### config.mk
export PLATFORM = sky130hd
export DESIGN_NAME = transmitter_fault_supervisor
export DESIGN_NICKNAME = d
export VERILOG_FILES = /design/src/transmitter_fault_supervisor.v
export VERILOG_INCLUDE_DIRS = /design/src /design/src/include
export SDC_FILE = /design/constraint.sdc
export NUM_CORES = 2
export LEC_CHECK = 0
export BUFFER_PORTS_ARGS = -buffer_cell sky130_fd_sc_hd__clkbuf_2
export CORE_UTILIZATION = 58
export CTS_BUF_LIST = sky130_fd_sc_hd__clkbuf_2 sky130_fd_sc_hd__clkbuf_4 sky130_fd_sc_hd__clkbuf_8
export CTS_CLUSTER_SIZE = 40
export DETAILED_ROUTE_END_ITERATION = 8
export GPL_ROUTABILITY_DRIVEN = 0
export PLACE_DENSITY = 0.78
export SLEW_MARGIN = 5
export SYNTH_ARGS = -nofsm -noshare
export SYNTH_HDL_FRONTEND = slang
export SYNTH_SLANG_ARGS = --single-unit
export TNS_END_PERCENT = 100
### constraint.sdc
create_clock -name ref_clk_i -period 4 [get_ports ref_clk_i]
set_input_delay 0 -clock ref_clk_i [delete_from_list [all_inputs] [get_ports ref_clk_i]]
set_output_delay 0 -clock ref_clk_i [all_outputs]
set_load 0.01 [all_outputs]
### src/include/fault_supervisor_consts.vh
`ifndef FAULT_SUPERVISOR_CONSTS_VH
`define FAULT_SUPERVISOR_CONSTS_VH
`define CLK_HZ 50000000
`define T_BLOWER_MS 3000
`define T_HEATER_MS 2000
`define T_BIAS_MS 2000
`define T_LOWV_MS 300
`define T_BIASRUN_MS 2000
`define CYC_PER_MS (`CLK_HZ / 1000)
`define CODE_NONE 8'h00
`define CODE_LOCK 8'h01
`define CODE_VSWR 8'h02
`define CODE_RECYC 8'h04
`define CODE_HOFF 8'h0A
`define CODE_PHASE 8'h0B
`define CODE_AIR 8'h0C
`define CODE_HEATV 8'h0D
`define CODE_DRV 8'h0E
`define CODE_POFF 8'h14
`define CODE_OVLD 8'h15
`define CODE_BIAS 8'h16
`define CODE_STEPI 8'h17
`define CODE_LOWV 8'h18
`define CODE_BIASRUN 8'h1E
`define PADDR_CODE 12'h000
`define PADDR_STAT 12'h004
`define PADDR_MASK 12'h008
`define PADDR_MENU 12'h00C
`define PADDR_EVT 12'h010
`define PADDR_KEY 12'h014
`define MENU_FIL 3'h5
`define MENU_CAUSE 3'h6
`define MENU_LAST 3'h6
`define KEY_NEXT 0
`define KEY_PREV 1
`define KEY_SEL 2
`define KEY_CLR 3
`define KEY_RET 4
`endif

### src/transmitter_fault_supervisor.v
`timescale 1ns/1ps
`include "fault_supervisor_consts.vh"
module transmitter_fault_supervisor #(
  parameter T_BLOWER_CYC = `T_BLOWER_MS * `CYC_PER_MS,
  parameter T_HEATER_CYC = `T_HEATER_MS * `CYC_PER_MS,
  parameter T_BIAS_CYC = `T_BIAS_MS * `CYC_PER_MS,
  parameter T_LOWV_CYC = `T_LOWV_MS * `CYC_PER_MS,
  parameter T_BIASRUN_CYC = `T_BIASRUN_MS * `CYC_PER_MS,
  parameter DEPTH = 8
) (
  input wire ref_clk_i,
  input wire rst_n_i,
  input wire psel_i,
  input wire penable_i,
  input wire pwrite_i,
  input wire [11:0] paddr_i,
  input wire [31:0] pwdata_i,
  output reg [31:0] prdata_o,
  output reg pready_o,
  output reg pslverr_o,
  input wire fil_seq_i,
  input wire plate_seq_i,
  input wire step_seq_i,
  input wire run_i,
  input wire freq_lock_fail_i,
  input wire vswr_high_i,
  input wire auto_power_i,
  input wire recycle_over_i,
  input wire heater_off_button_i,
  input wire plate_off_button_i,
  input wire phase_open_i,
  input wire blower_on_i,
  input wire air_closed_i,
  input wire heater_power_on_i,
  input wire heater_above_5v_i,
  input wire driver_stage_low_i,
  input wire ovld_open_i,
  input wire bias_on_i,
  input wire bias_below_150_i,
  input wire step_only_i,
  input wire plate_i_above_3a_i,
  input wire plate_v_below_6kv_i,
  input wire [15:0] overload_evt_i,
  input wire [2:0] overload_type_i,
  input wire overload_stb_i,
  output reg [7:0] fault_code_o,
  output reg fault_stb_o,
  output reg [2:0] menu_entry_o,
  output reg [15:0] menu_value_o,
  output reg irq_o
);
  reg [31:0] cnt_air_r, cnt_heat_r, cnt_bias_r, cnt_lowv_r, cnt_run_r;
  reg blower_d_r, heat_d_r, bias_d_r;
  reg [7:0] code_r;
  reg [7:0] det_nxt;
  reg [15:0] hist_r [0:`MENU_LAST*DEPTH-1];
  reg [2:0] wptr_r [0:`MENU_LAST-1];
  reg [3:0] cnt_r [0:`MENU_LAST-1];
  reg [2:0] view_r;
  reg [2:0] menu_r;
  reg clr_arm_r;
  reg [1:0] stat_r, mask_r;
  wire apb_wr = psel_i & penable_i & pwrite_i;
  wire apb_rd = psel_i & penable_i & ~pwrite_i;
  wire [4:0] key = pwdata_i[4:0];
  wire key_wr = apb_wr & (paddr_i == `PADDR_KEY);
  integer i;

  function [7:0] digits;
    input [7:0] c;
    reg [7:0] tens;
    reg [7:0] ones;
    begin
      tens = c / 8'h0A;
      ones = c % 8'h0A;
      digits = {tens[3:0], ones[3:0]};
    end
  endfunction

  // priority encoded detection, highest priority cause per cycle
  always @* begin
    det_nxt = `CODE_NONE;
    if (freq_lock_fail_i)
      det_nxt = `CODE_LOCK;
    else if (vswr_high_i & auto_power_i)
      det_nxt = `CODE_VSWR;
    else if (fil_seq_i & recycle_over_i)
      det_nxt = `CODE_RECYC;
    else if (fil_seq_i & heater_off_button_i)
      det_nxt = `CODE_HOFF;
    else if (fil_seq_i & phase_open_i)
      det_nxt = `CODE_PHASE;
    else if (blower_on_i & ~air_closed_i & (cnt_air_r >= T_BLOWER_CYC))
      det_nxt = `CODE_AIR;
    else if (heater_power_on_i & ~heater_above_5v_i & (cnt_heat_r >= T_HEATER_CYC))
      det_nxt = `CODE_HEATV;
    else if (fil_seq_i & driver_stage_low_i)
      det_nxt = `CODE_DRV;
    else if (plate_seq_i & (heater_off_button_i | plate_off_button_i))
      det_nxt = `CODE_POFF;
    else if (plate_seq_i & ovld_open_i)
      det_nxt = `CODE_OVLD;
    else if (bias_on_i & ~bias_below_150_i & (cnt_bias_r >= T_BIAS_CYC))
      det_nxt = `CODE_BIAS;
    else if (step_only_i & plate_i_above_3a_i)
      det_nxt = `CODE_STEPI;
    else if (step_seq_i & (cnt_lowv_r >= T_LOWV_CYC))
      det_nxt = `CODE_LOWV;
    else if (run_i & (cnt_run_r >= T_BIASRUN_CYC))
      det_nxt = `CODE_BIASRUN;
  end

  // timers; counters saturate one past expiry so a held fault keeps reporting every cycle
  always @(posedge ref_clk_i or negedge rst_n_i) begin
    if (!rst_n_i) begin
      cnt_air_r <= 32'h0;
      cnt_heat_r <= 32'h0;
      cnt_bias_r <= 32'h0;
      cnt_lowv_r <= 32'h0;
      cnt_run_r <= 32'h0;
      blower_d_r <= 1'b0;
      heat_d_r <= 1'b0;
      bias_d_r <= 1'b0;
    end else begin
      blower_d_r <= blower_on_i;
      heat_d_r <= heater_power_on_i;
      bias_d_r <= bias_on_i;
      if (blower_on_i & ~blower_d_r)
        cnt_air_r <= 32'h0;
      else if (blower_on_i & ~air_closed_i & (cnt_air_r <= T_BLOWER_CYC))
        cnt_air_r <= cnt_air_r + 32'h1;
      if (heater_power_on_i & ~heat_d_r)
        cnt_heat_r <= 32'h0;
      else if (heater_power_on_i & ~heater_above_5v_i & (cnt_heat_r <= T_HEATER_CYC))
        cnt_heat_r <= cnt_heat_r + 32'h1;
      if (bias_on_i & ~bias_d_r)
        cnt_bias_r <= 32'h0;
      else if (bias_on_i & ~bias_below_150_i & (cnt_bias_r <= T_BIAS_CYC))
        cnt_bias_r <= cnt_bias_r + 32'h1;
      if (~(step_seq_i & plate_v_below_6kv_i))
        cnt_lowv_r <= 32'h0;
      else if (cnt_lowv_r <= T_LOWV_CYC)
        cnt_lowv_r <= cnt_lowv_r + 32'h1;
      if (~(run_i & ~bias_below_150_i))
        cnt_run_r <= 32'h0;
      else if (cnt_run_r <= T_BIASRUN_CYC)
        cnt_run_r <= cnt_run_r + 32'h1;
    end
  end

  // latest cause register, no dependency on who holds operating control
  always @(posedge ref_clk_i or negedge rst_n_i) begin
    if (!rst_n_i) begin
      code_r <= `CODE_NONE;
      fault_code_o <= `CODE_NONE;
      fault_stb_o <= 1'b0;
    end else begin
      fault_stb_o <= (det_nxt != `CODE_NONE);
      if (det_nxt != `CODE_NONE) begin
        code_r <= det_nxt;
        fault_code_o <= det_nxt;
      end
    end
  end

  // overload history, menu navigation, interrupt and apb slave
  always @(posedge ref_clk_i or negedge rst_n_i) begin
    if (!rst_n_i) begin
      for (i = 0; i < `MENU_LAST; i = i + 1) begin
        wptr_r[i] <= 3'h0;
        cnt_r[i] <= 4'h0;
      end
      for (i = 0; i < `MENU_LAST*DEPTH; i = i + 1)
        hist_r[i] <= 16'h0;
      view_r <= 3'h0;
      menu_r <= 3'h0;
      clr_arm_r <= 1'b0;
      stat_r <= 2'h0;
      mask_r <= 2'h0;
      prdata_o <= 32'h0;
      pready_o <= 1'b0;
      pslverr_o <= 1'b0;
      menu_entry_o <= 3'h0;
      menu_value_o <= 16'h0;
      irq_o <= 1'b0;
    end else begin
      pready_o <= psel_i & ~penable_i;
      pslverr_o <= 1'b0;
      if (overload_stb_i && overload_type_i < `MENU_LAST) begin
        hist_r[overload_type_i*DEPTH+wptr_r[overload_type_i]] <= overload_evt_i;
        wptr_r[overload_type_i] <= wptr_r[overload_type_i] + 3'h1;
        if (cnt_r[overload_type_i] < DEPTH)
          cnt_r[overload_type_i] <= cnt_r[overload_type_i] + 4'h1;
      end
      if (key_wr) begin
        if (key[`KEY_CLR]) begin
          clr_arm_r <= ~clr_arm_r;
          if (clr_arm_r && menu_r < `MENU_LAST)
            cnt_r[menu_r] <= 4'h0;
        end else
          clr_arm_r <= 1'b0;
        if (key[`KEY_NEXT])
          menu_r <= (menu_r == `MENU_LAST) ? 3'h0 : menu_r + 3'h1;
        if (key[`KEY_PREV])
          view_r <= view_r + 3'h1;
        if (key[`KEY_SEL] | key[`KEY_NEXT] | key[`KEY_RET])
          view_r <= 3'h0;
      end
      if (menu_r == `MENU_CAUSE)
        menu_value_o <= {8'h0, digits(code_r)};
      else if ({1'b0, view_r} < cnt_r[menu_r])
        menu_value_o <= hist_r[menu_r*DEPTH + wptr_r[menu_r] - 3'h1 - view_r];
      else
        menu_value_o <= 16'h0;
      menu_entry_o <= menu_r;
      stat_r[0] <= stat_r[0] & ~(apb_wr & (paddr_i == `PADDR_STAT) & pwdata_i[0])
        | fault_stb_o;
      stat_r[1] <= stat_r[1] & ~(apb_wr & (paddr_i == `PADDR_STAT) & pwdata_i[1])
        | overload_stb_i;
      if (apb_wr & (paddr_i == `PADDR_MASK))
        mask_r <= pwdata_i[1:0];
      irq_o <= |(stat_r & mask_r);
      if (psel_i & ~penable_i & ~pwrite_i) begin
        case (paddr_i)
          `PADDR_CODE: prdata_o <= {24'h0, code_r};
          `PADDR_STAT: prdata_o <= {30'h0, stat_r};
          `PADDR_MASK: prdata_o <= {30'h0, mask_r};
          `PADDR_MENU: prdata_o <= {13'h0, menu_r, menu_value_o};
          `PADDR_EVT: prdata_o <= {28'h0, cnt_r[menu_r < `MENU_LAST ? menu_r : 3'h0]};
          default: prdata_o <= 32'h0;
        endcase
      end
      if (psel_i & ~penable_i && paddr_i != `PADDR_CODE && paddr_i != `PADDR_STAT &&
          paddr_i != `PADDR_MASK && paddr_i != `PADDR_MENU && paddr_i != `PADDR_EVT &&
          paddr_i != `PADDR_KEY)
        pslverr_o <= 1'b1;
    end
  end
endmodule // transmitter_fault_supervisor

# ---- Word level (Yosys, flattened, before mapping)
# Cells that the tools add are included.
dict set report totals {
  reg_bits 1047
  input_bits 91
}
dict set report classes {
  addsub 13
  n_div 2
  order_cmp 22
  n_eq_ne 13
  muxes 67
  bitwise 59
  reduce_logical 21
}
# cell n
set ops {}
lappend ops {{bitwise mux 768 bit} 1}
lappend ops {{two-way mux 32 bit} 10}
lappend ops {{adder 32 x 1 -> 32 bit (second input constant)} 5}
lappend ops {{two-way mux 24 bit} 5}
lappend ops {{binary-select mux 16 bit (select 6 bit)} 1}
lappend ops {{demux 16 bit (select 6 bit)} 1}
lappend ops {{>= comparator 32 x 27 -> 1 bit (second input constant)} 3}
lappend ops {{less-or-equal comparator 32 x 27 -> 1 bit (second input constant)} 3}
lappend ops {{case mux 19 bit (5 select lines)} 1}
lappend ops {{two-way mux 16 bit} 5}
lappend ops {{>= comparator 33 x 7 -> 1 bit (second input constant)} 2}
lappend ops {{two-way mux 5 bit} 12}
lappend ops {{binary-select mux 4 bit (select 3 bit)} 3}
lappend ops {{bitwise AND 1 bit} 35}
lappend ops {{less-than comparator 33 x 1 -> 1 bit (second input constant)} 1}
lappend ops {{inverter 32 -> 33 bit} 1}
lappend ops {{inverter 7 -> 33 bit} 1}
lappend ops {{>= comparator 32 x 24 -> 1 bit (second input constant)} 1}
lappend ops {{>= comparator 32 x 28 -> 1 bit (second input constant)} 1}
lappend ops {{less-or-equal comparator 32 x 24 -> 1 bit (second input constant)} 1}
lappend ops {{less-or-equal comparator 32 x 28 -> 1 bit (second input constant)} 1}
lappend ops {{two-way mux 4 bit} 8}
lappend ops {{two-way mux 3 bit} 9}
lappend ops {{bitwise AND 24 bit} 1}
lappend ops {{39 further kinds} 85}

# ---- Depth between registers and ports, before layout
dict set report logic_depth {
  ltp_word 17
  depth_mapped 20
}

# ---- Least setup slack after synthesis
# Ideal clock, no wire load.
dict set report synth_path {
  kind {register to register}
  startpoint {register menu_r[1]}
  endpoint {register menu_value_o[2]}
  arrival_time_ns 3.850
  path_slack_ns 0.024
  stages_incl_launch_ff 18
  n_path_buf 3
  path_cell_list {dfrtp_1 -> buf_6 -> buf_8 -> mux2i_1 -> a22oi_2 -> nand2_1 -> ha_1 -> xnor2_1 -> ha_1 -> a21oi_1 -> nand2_1 -> xnor2_2 -> and3_1 -> or2_1 -> buf_6 -> mux4_2 -> mux2_2 -> a221o_1}
}
dict set report synth_between {
  elab_chain_len 13
  word_cells_on_any_way 18
  classes_between {add/sub (3); order compare (1); eq/ne (1); mux (11); bitwise (2)}
}
# item line
set synth_lines {}
lappend synth_lines {{from (decl)} transmitter_fault_supervisor.v:60} ;# reg [2:0] menu_r;
lappend synth_lines {{from (signal assigned)} transmitter_fault_supervisor.v:203} ;# menu_r <= (menu_r == `MENU_LAST) ? 3'h0 : menu_r + 3'h1;
lappend synth_lines {{inverter 3 -> 4 bit (implied by the code)} {transmitter_fault_supervisor.v:211, transmitter_fault_supervisor.v:212}}
lappend synth_lines {{binary-select mux 3 bit (select 3 bit)} transmitter_fault_supervisor.v:212} ;# menu_value_o <= hist_r[menu_r*DEPTH + wptr_r[menu_r] - 3'h1 - view_r];
lappend synth_lines {{two-way mux 3 bit (implied by the code) (2 in series)} transmitter_fault_supervisor.v:212}
lappend synth_lines {{adder 6 x 3 -> 7 bit} transmitter_fault_supervisor.v:212}
lappend synth_lines {{subtractor 7 x 1 -> 8 bit} transmitter_fault_supervisor.v:212}
lappend synth_lines {{subtractor 8 x 4 -> 9 bit} transmitter_fault_supervisor.v:212}
lappend synth_lines {{inverter 32 -> 33 bit (implied by the code)} transmitter_fault_supervisor.v:212}
lappend synth_lines {{binary-select mux 16 bit (select 6 bit)} transmitter_fault_supervisor.v:212}
lappend synth_lines {{two-way mux 16 bit (implied by the code) (2 in series)} transmitter_fault_supervisor.v:212}
lappend synth_lines {{two-way mux 16 bit} transmitter_fault_supervisor.v:211} ;# else if ({1'b0, view_r} < cnt_r[menu_r])
lappend synth_lines {{two-way mux 16 bit (*)} transmitter_fault_supervisor.v:209} ;# if (menu_r == `MENU_CAUSE)
lappend synth_lines {{to (signal assigned)} transmitter_fault_supervisor.v:210} ;# menu_value_o <= {8'h0, digits(code_r)};
lappend synth_lines {{to (signal assigned)} transmitter_fault_supervisor.v:212}
lappend synth_lines {{to (decl)} transmitter_fault_supervisor.v:49} ;# output reg [15:0] menu_value_o,
# Every way passes the cells marked *; elsewhere a longest branch is shown, timed or not. The select of a mux whose other input is x is not followed.
# A chain may end at the register's enable or synchronous reset.

# ---- Final worst setup path
dict set report layout_path {
  startpoint {register menu_r[1]}
  endpoint {register menu_value_o[3]}
}
# The elaborated chain is that of the path after synthesis.

==> results.txt <==
* Leakage component of the power: about 26 nW
- Together, buffers and inverters on the worst path number 3.
- Clock tree synthesis found a total of a little over 1000 sinks.
* Run status: finished with violations
- For this run, the post-layout net count is 4106.
- Fin crit period: a little over 4 ns
* Final routed wirelength across all metal layers: approximately 130 mm
- Fin. max-slew vios: 0
- The count of buffers added on input and output ports is 110.
- Final cycle utilization of the critical path: 100.8%
- Summed over its instances, the top area cell type makes up 52.81% of the synthesized netlist area.
* Post-route DRC: 0
- Tot Pwr: between 30 and 40 mW
- The largest single stage delay on the critical path is 0.80 ns.
- Detailed placement finished with a half-perimeter wire length of between 70 and 80 mm.
* Number of routed nets with antenna violations: 0
- The core region is 0.08356 mm^2.
* Flip-flop and latch count after synthesis: 1031
- The longest clock path from root to sink contains 3 buffers.
- Total die area: approximately 0.085 mm^2
- The number of global-route vias before repair was ~34000.
* Layout Utilization: 67.62%
* Startpoint class of the critical path: register
- Number of logic stages on the critical path including buffering: 15
* Final hold violation count: 0
- After clock tree synthesis, the clock-pin slew on the worst setup and hold paths is roughly 0.060 ns.
* Fraction of layout instances using a drive strength above 1: ~41%
* CTS tree: built
* Number of warnings reported in the yosys synthesis log: 0
- Starting density of the core: between 50% and 60%
- The first global-routing pass estimated approximately 200 mm of wire.
- Setup repair after global routing could not meet its margin everywhere.
* Number of primary I/O pins: about 150
- Entering global routing, the biggest net connects 129 pins.
- The initial antenna violation count is 6.
* Clk Tree Root Cell: sky130_fd_sc_hd__clkbuf_8
- Sorting the synthesized cells by area gives the leading types as sky130_fd_sc_hd__dfrtp_1 53%, sky130_fd_sc_hd__mux2_2 18%, sky130_fd_sc_hd__mux4_2 9.7%.
* TritonCTS Buffers: roughly 170
- Measured against its own limit, the worst slew margin works out to between 10% and 20%.
* CP top delay family: compound AO/OA/AOI/OAI gates
- From synthesis to final layout, the design area changed by 15.65%.
- STA classifies the critical path endpoint as a register.
- Tightest Pin Transition: 1.235 ns
- IR analysis of the VDD net gives a maximum drop of roughly 0.42 mV.
- The slowest stage of the critical path belongs to the cell sky130_fd_sc_hd__fa_4.
- Height of the die: a little under 300 um
- After synthesis, flip-flops and latches occupy 52.81% of the total area.
- Die X-Extent: 292.2 um
- Global route total overflow: 0
- Depth of the worst register-to-register path: 15
- Counting instances, the worst hold path has a depth of 3.
- Yosys mapped a number of flops with a built-in enable equal to 0.
* Clk_lat worst skew: ~0.85 ns
* Row Count: between 100 and 150
- Number of vias after detailed routing: 32672
- Via-to-Cell Ratio: ~6.3
* Post-Synthesis Cells: between 3000 and 4000
* Total setup violations reported at the end of the flow: 1
* Overall Global Routing Usage: about 30%
- DR pass1 iterations: 6
- The most used flip-flop cell after synthesis is sky130_fd_sc_hd__dfrtp_1.
* Critical Path RT: roughly 4.7 ns
* Critical path start-end classification: reg2reg
- Worst EP arrival: between 4 and 5 ns
- Between clock sinks in the finished design, the worst skew comes to about 0.034 ns.
* Pwr per Cell Area: around 600 mW/mm^2
- After synthesis, the netlist uses 85 different library cells.
- FFs w/ async S/R, synth: between 90% and 100%
- Static timing analysis puts the maximum clock frequency at 248.1 MHz.
- The largest total area in the synthesized netlist belongs to sky130_fd_sc_hd__dfrtp_1.
* Chain of cells forming the critical path: mux2i_2 -> a22oi_2 -> nand2_2 -> buf_4 -> inv_1 -> ha_4 -> fa_4 -> buf_12 -> mux4_2 -> nor2_2 -> o21ai_0 -> a221oi_2 -> a311oi_1 -> mux2_4 -> a221o_1
- Worst hold path class: in2reg
- Wire per inst: approximately 25 um
- Each instance of the synthesized netlist takes up on average between 10 and 15 um^2.
- Max capacitance violation total: 0
- In this run the cell area of the synthesized design comes to slightly below 0.05 mm^2.
* Failing checks: setup timing
* Maximum fanout encountered on the critical timing path: 7
- After layout, the worst setup slack is -0.03139 ns.
* Count of H-tree levels built during CTS: 4
- The first routing iteration left about 2500 violations.
-- cell families (layout without fill, tap and decap cells) --
family          Yosys count  count (layout)  synth area share [%]
simple gates            836             836                 8.278
flops                  1031            1031                 52.81
fa+ha+maj                21              21                0.5532
other cells               1              20              0.007676
xor+xnor                107             107                 1.949
mux                    1051            1051                 28.96
compound gates          328             328                 4.651
buf+inv                 313             728                 2.792
-- layer usage --
| layer | vias up | track usage [%] | wire [um] |
|---|---|---|---|
| li1 | 14070 | - | - |
| met1 | 16997 | 39.96 | 51430 |
| met2 | 1258 | 48.47 | 60860 |
| met3 | 341 | 7.019 | 10020 |
| met4 | 6 | 12.52 | 5142 |
| met5 | - | 0 | 42 |
-- layout make-up --
class                           instances  area [um^2]
Antenna cell                            4        10.01
Clock buffer                          262         3237
Clock inverter                         32        279.0
Fill cell                            5665        27060
Inverter                               39        146.4
Multi-Input combinational cell       2359        22180
Sequential cell                      1031        25800
Tap cell                             1080         1351
Timing Repair Buffer                  395         3488
-- Yosys cell counts (all sizes together), types with 37 or more instances --
cell    number
dfrtp     1031
mux2       789
nand2      243
nor2       231
mux4       211
clkbuf     182
buf         92
o21ai       70
a21oi       66
nand3       65
xor2        59
mux2i       51
xnor2       48
nor3        44
and2        42
inv         37
-- final timing paths --
check,start,endpoint,slack (ns)
max in group asynchronous,rst_n_i,hist_r[473]$_DFFE_PN0P_,2.77
min,pwdata_i[0],mask_r[0]$_DFFE_PN0P_,0.08
max reg2reg,menu_r[1]$_DFFE_PN0P_,menu_value_o[3]$_DFF_PN0_,-0.03
max,menu_r[1]$_DFFE_PN0P_,menu_value_o[3]$_DFF_PN0_,-0.03
min reg2reg,cnt_run_r[31]$_DFFE_PN0P_,cnt_run_r[31]$_DFFE_PN0P_,0.48
min in group asynchronous,rst_n_i,cnt_lowv_r[31]$_DFFE_PN0P_,0.53
-- what timing repair did --
action / CTS / global route
pin swaps: 2 / 31
setup endpoints to repair: 12 / 21
hold buffers: 76 / 0
gates cloned: 2 / 4
setup buffers: 4 / 20
endpoints found under the hold margin: 1189 / 0
resized for setup: 9 / 89
-- registers in the layout, indices dropped and copies added (netlist names), 2 cells and up --
register	cells
stat_r	2
code_r	5
cnt_lowv_r	32
hist_r	768
menu_entry_o	3
prdata_o	19
view_r	3
cnt_run_r	32
cnt_bias_r	32
menu_r	3
wptr_r	18
cnt_r	24
cnt_heat_r	32
mask_r	2
cnt_air_r	32
menu_value_o	16
-- power by group --
part	internal, mW	switching, mW
logic	5.47	5.67
registers	12.1	1.01
clock network	5.28	4.27
-- through the flow --
stage	hold WS [ns]	instances	TNS (ns)	setup WS (ns)	instance area, um^2
after global placement	0.1379	4800	-0.1224	-0.08399	51490
after detailed placement	0.1413	4800	-0.6058	-0.1488	51490
after floorplan	-0.2956	3703	0	0.02387	48910
after global routing	0.07381	5201	-0.5370	-0.1096	56490
final	0.07730	5202	-0.03139	-0.03139	56500
after CTS	0.008078	5176	-0.02754	-0.01829	55890
-- layout by cell type (no fill, tap or decap), types with 59 or more instances in the layout --
master	count
sky130_fd_sc_hd__dfrtp_1	1028
sky130_fd_sc_hd__mux2_2	784
sky130_fd_sc_hd__nand2_1	241
sky130_fd_sc_hd__nor2_1	221
sky130_fd_sc_hd__mux4_2	211
sky130_fd_sc_hd__clkbuf_8	203
sky130_fd_sc_hd__buf_4	160
sky130_fd_sc_hd__clkbuf_2	109
sky130_fd_sc_hd__dlygate4sd3_1	75
sky130_fd_sc_hd__nand3_1	65
sky130_fd_sc_hd__o21ai_0	63
sky130_fd_sc_hd__clkbuf_4	59
-- tightest hold or removal path, cell delays in order --
cell	delay (ns)
sky130_fd_sc_hd__dlygate4sd3_1	0.52
sky130_fd_sc_hd__clkbuf_2	0.18
sky130_fd_sc_hd__mux2_2	0.17
No activity file was read; power rests on OpenSTA's default activity.
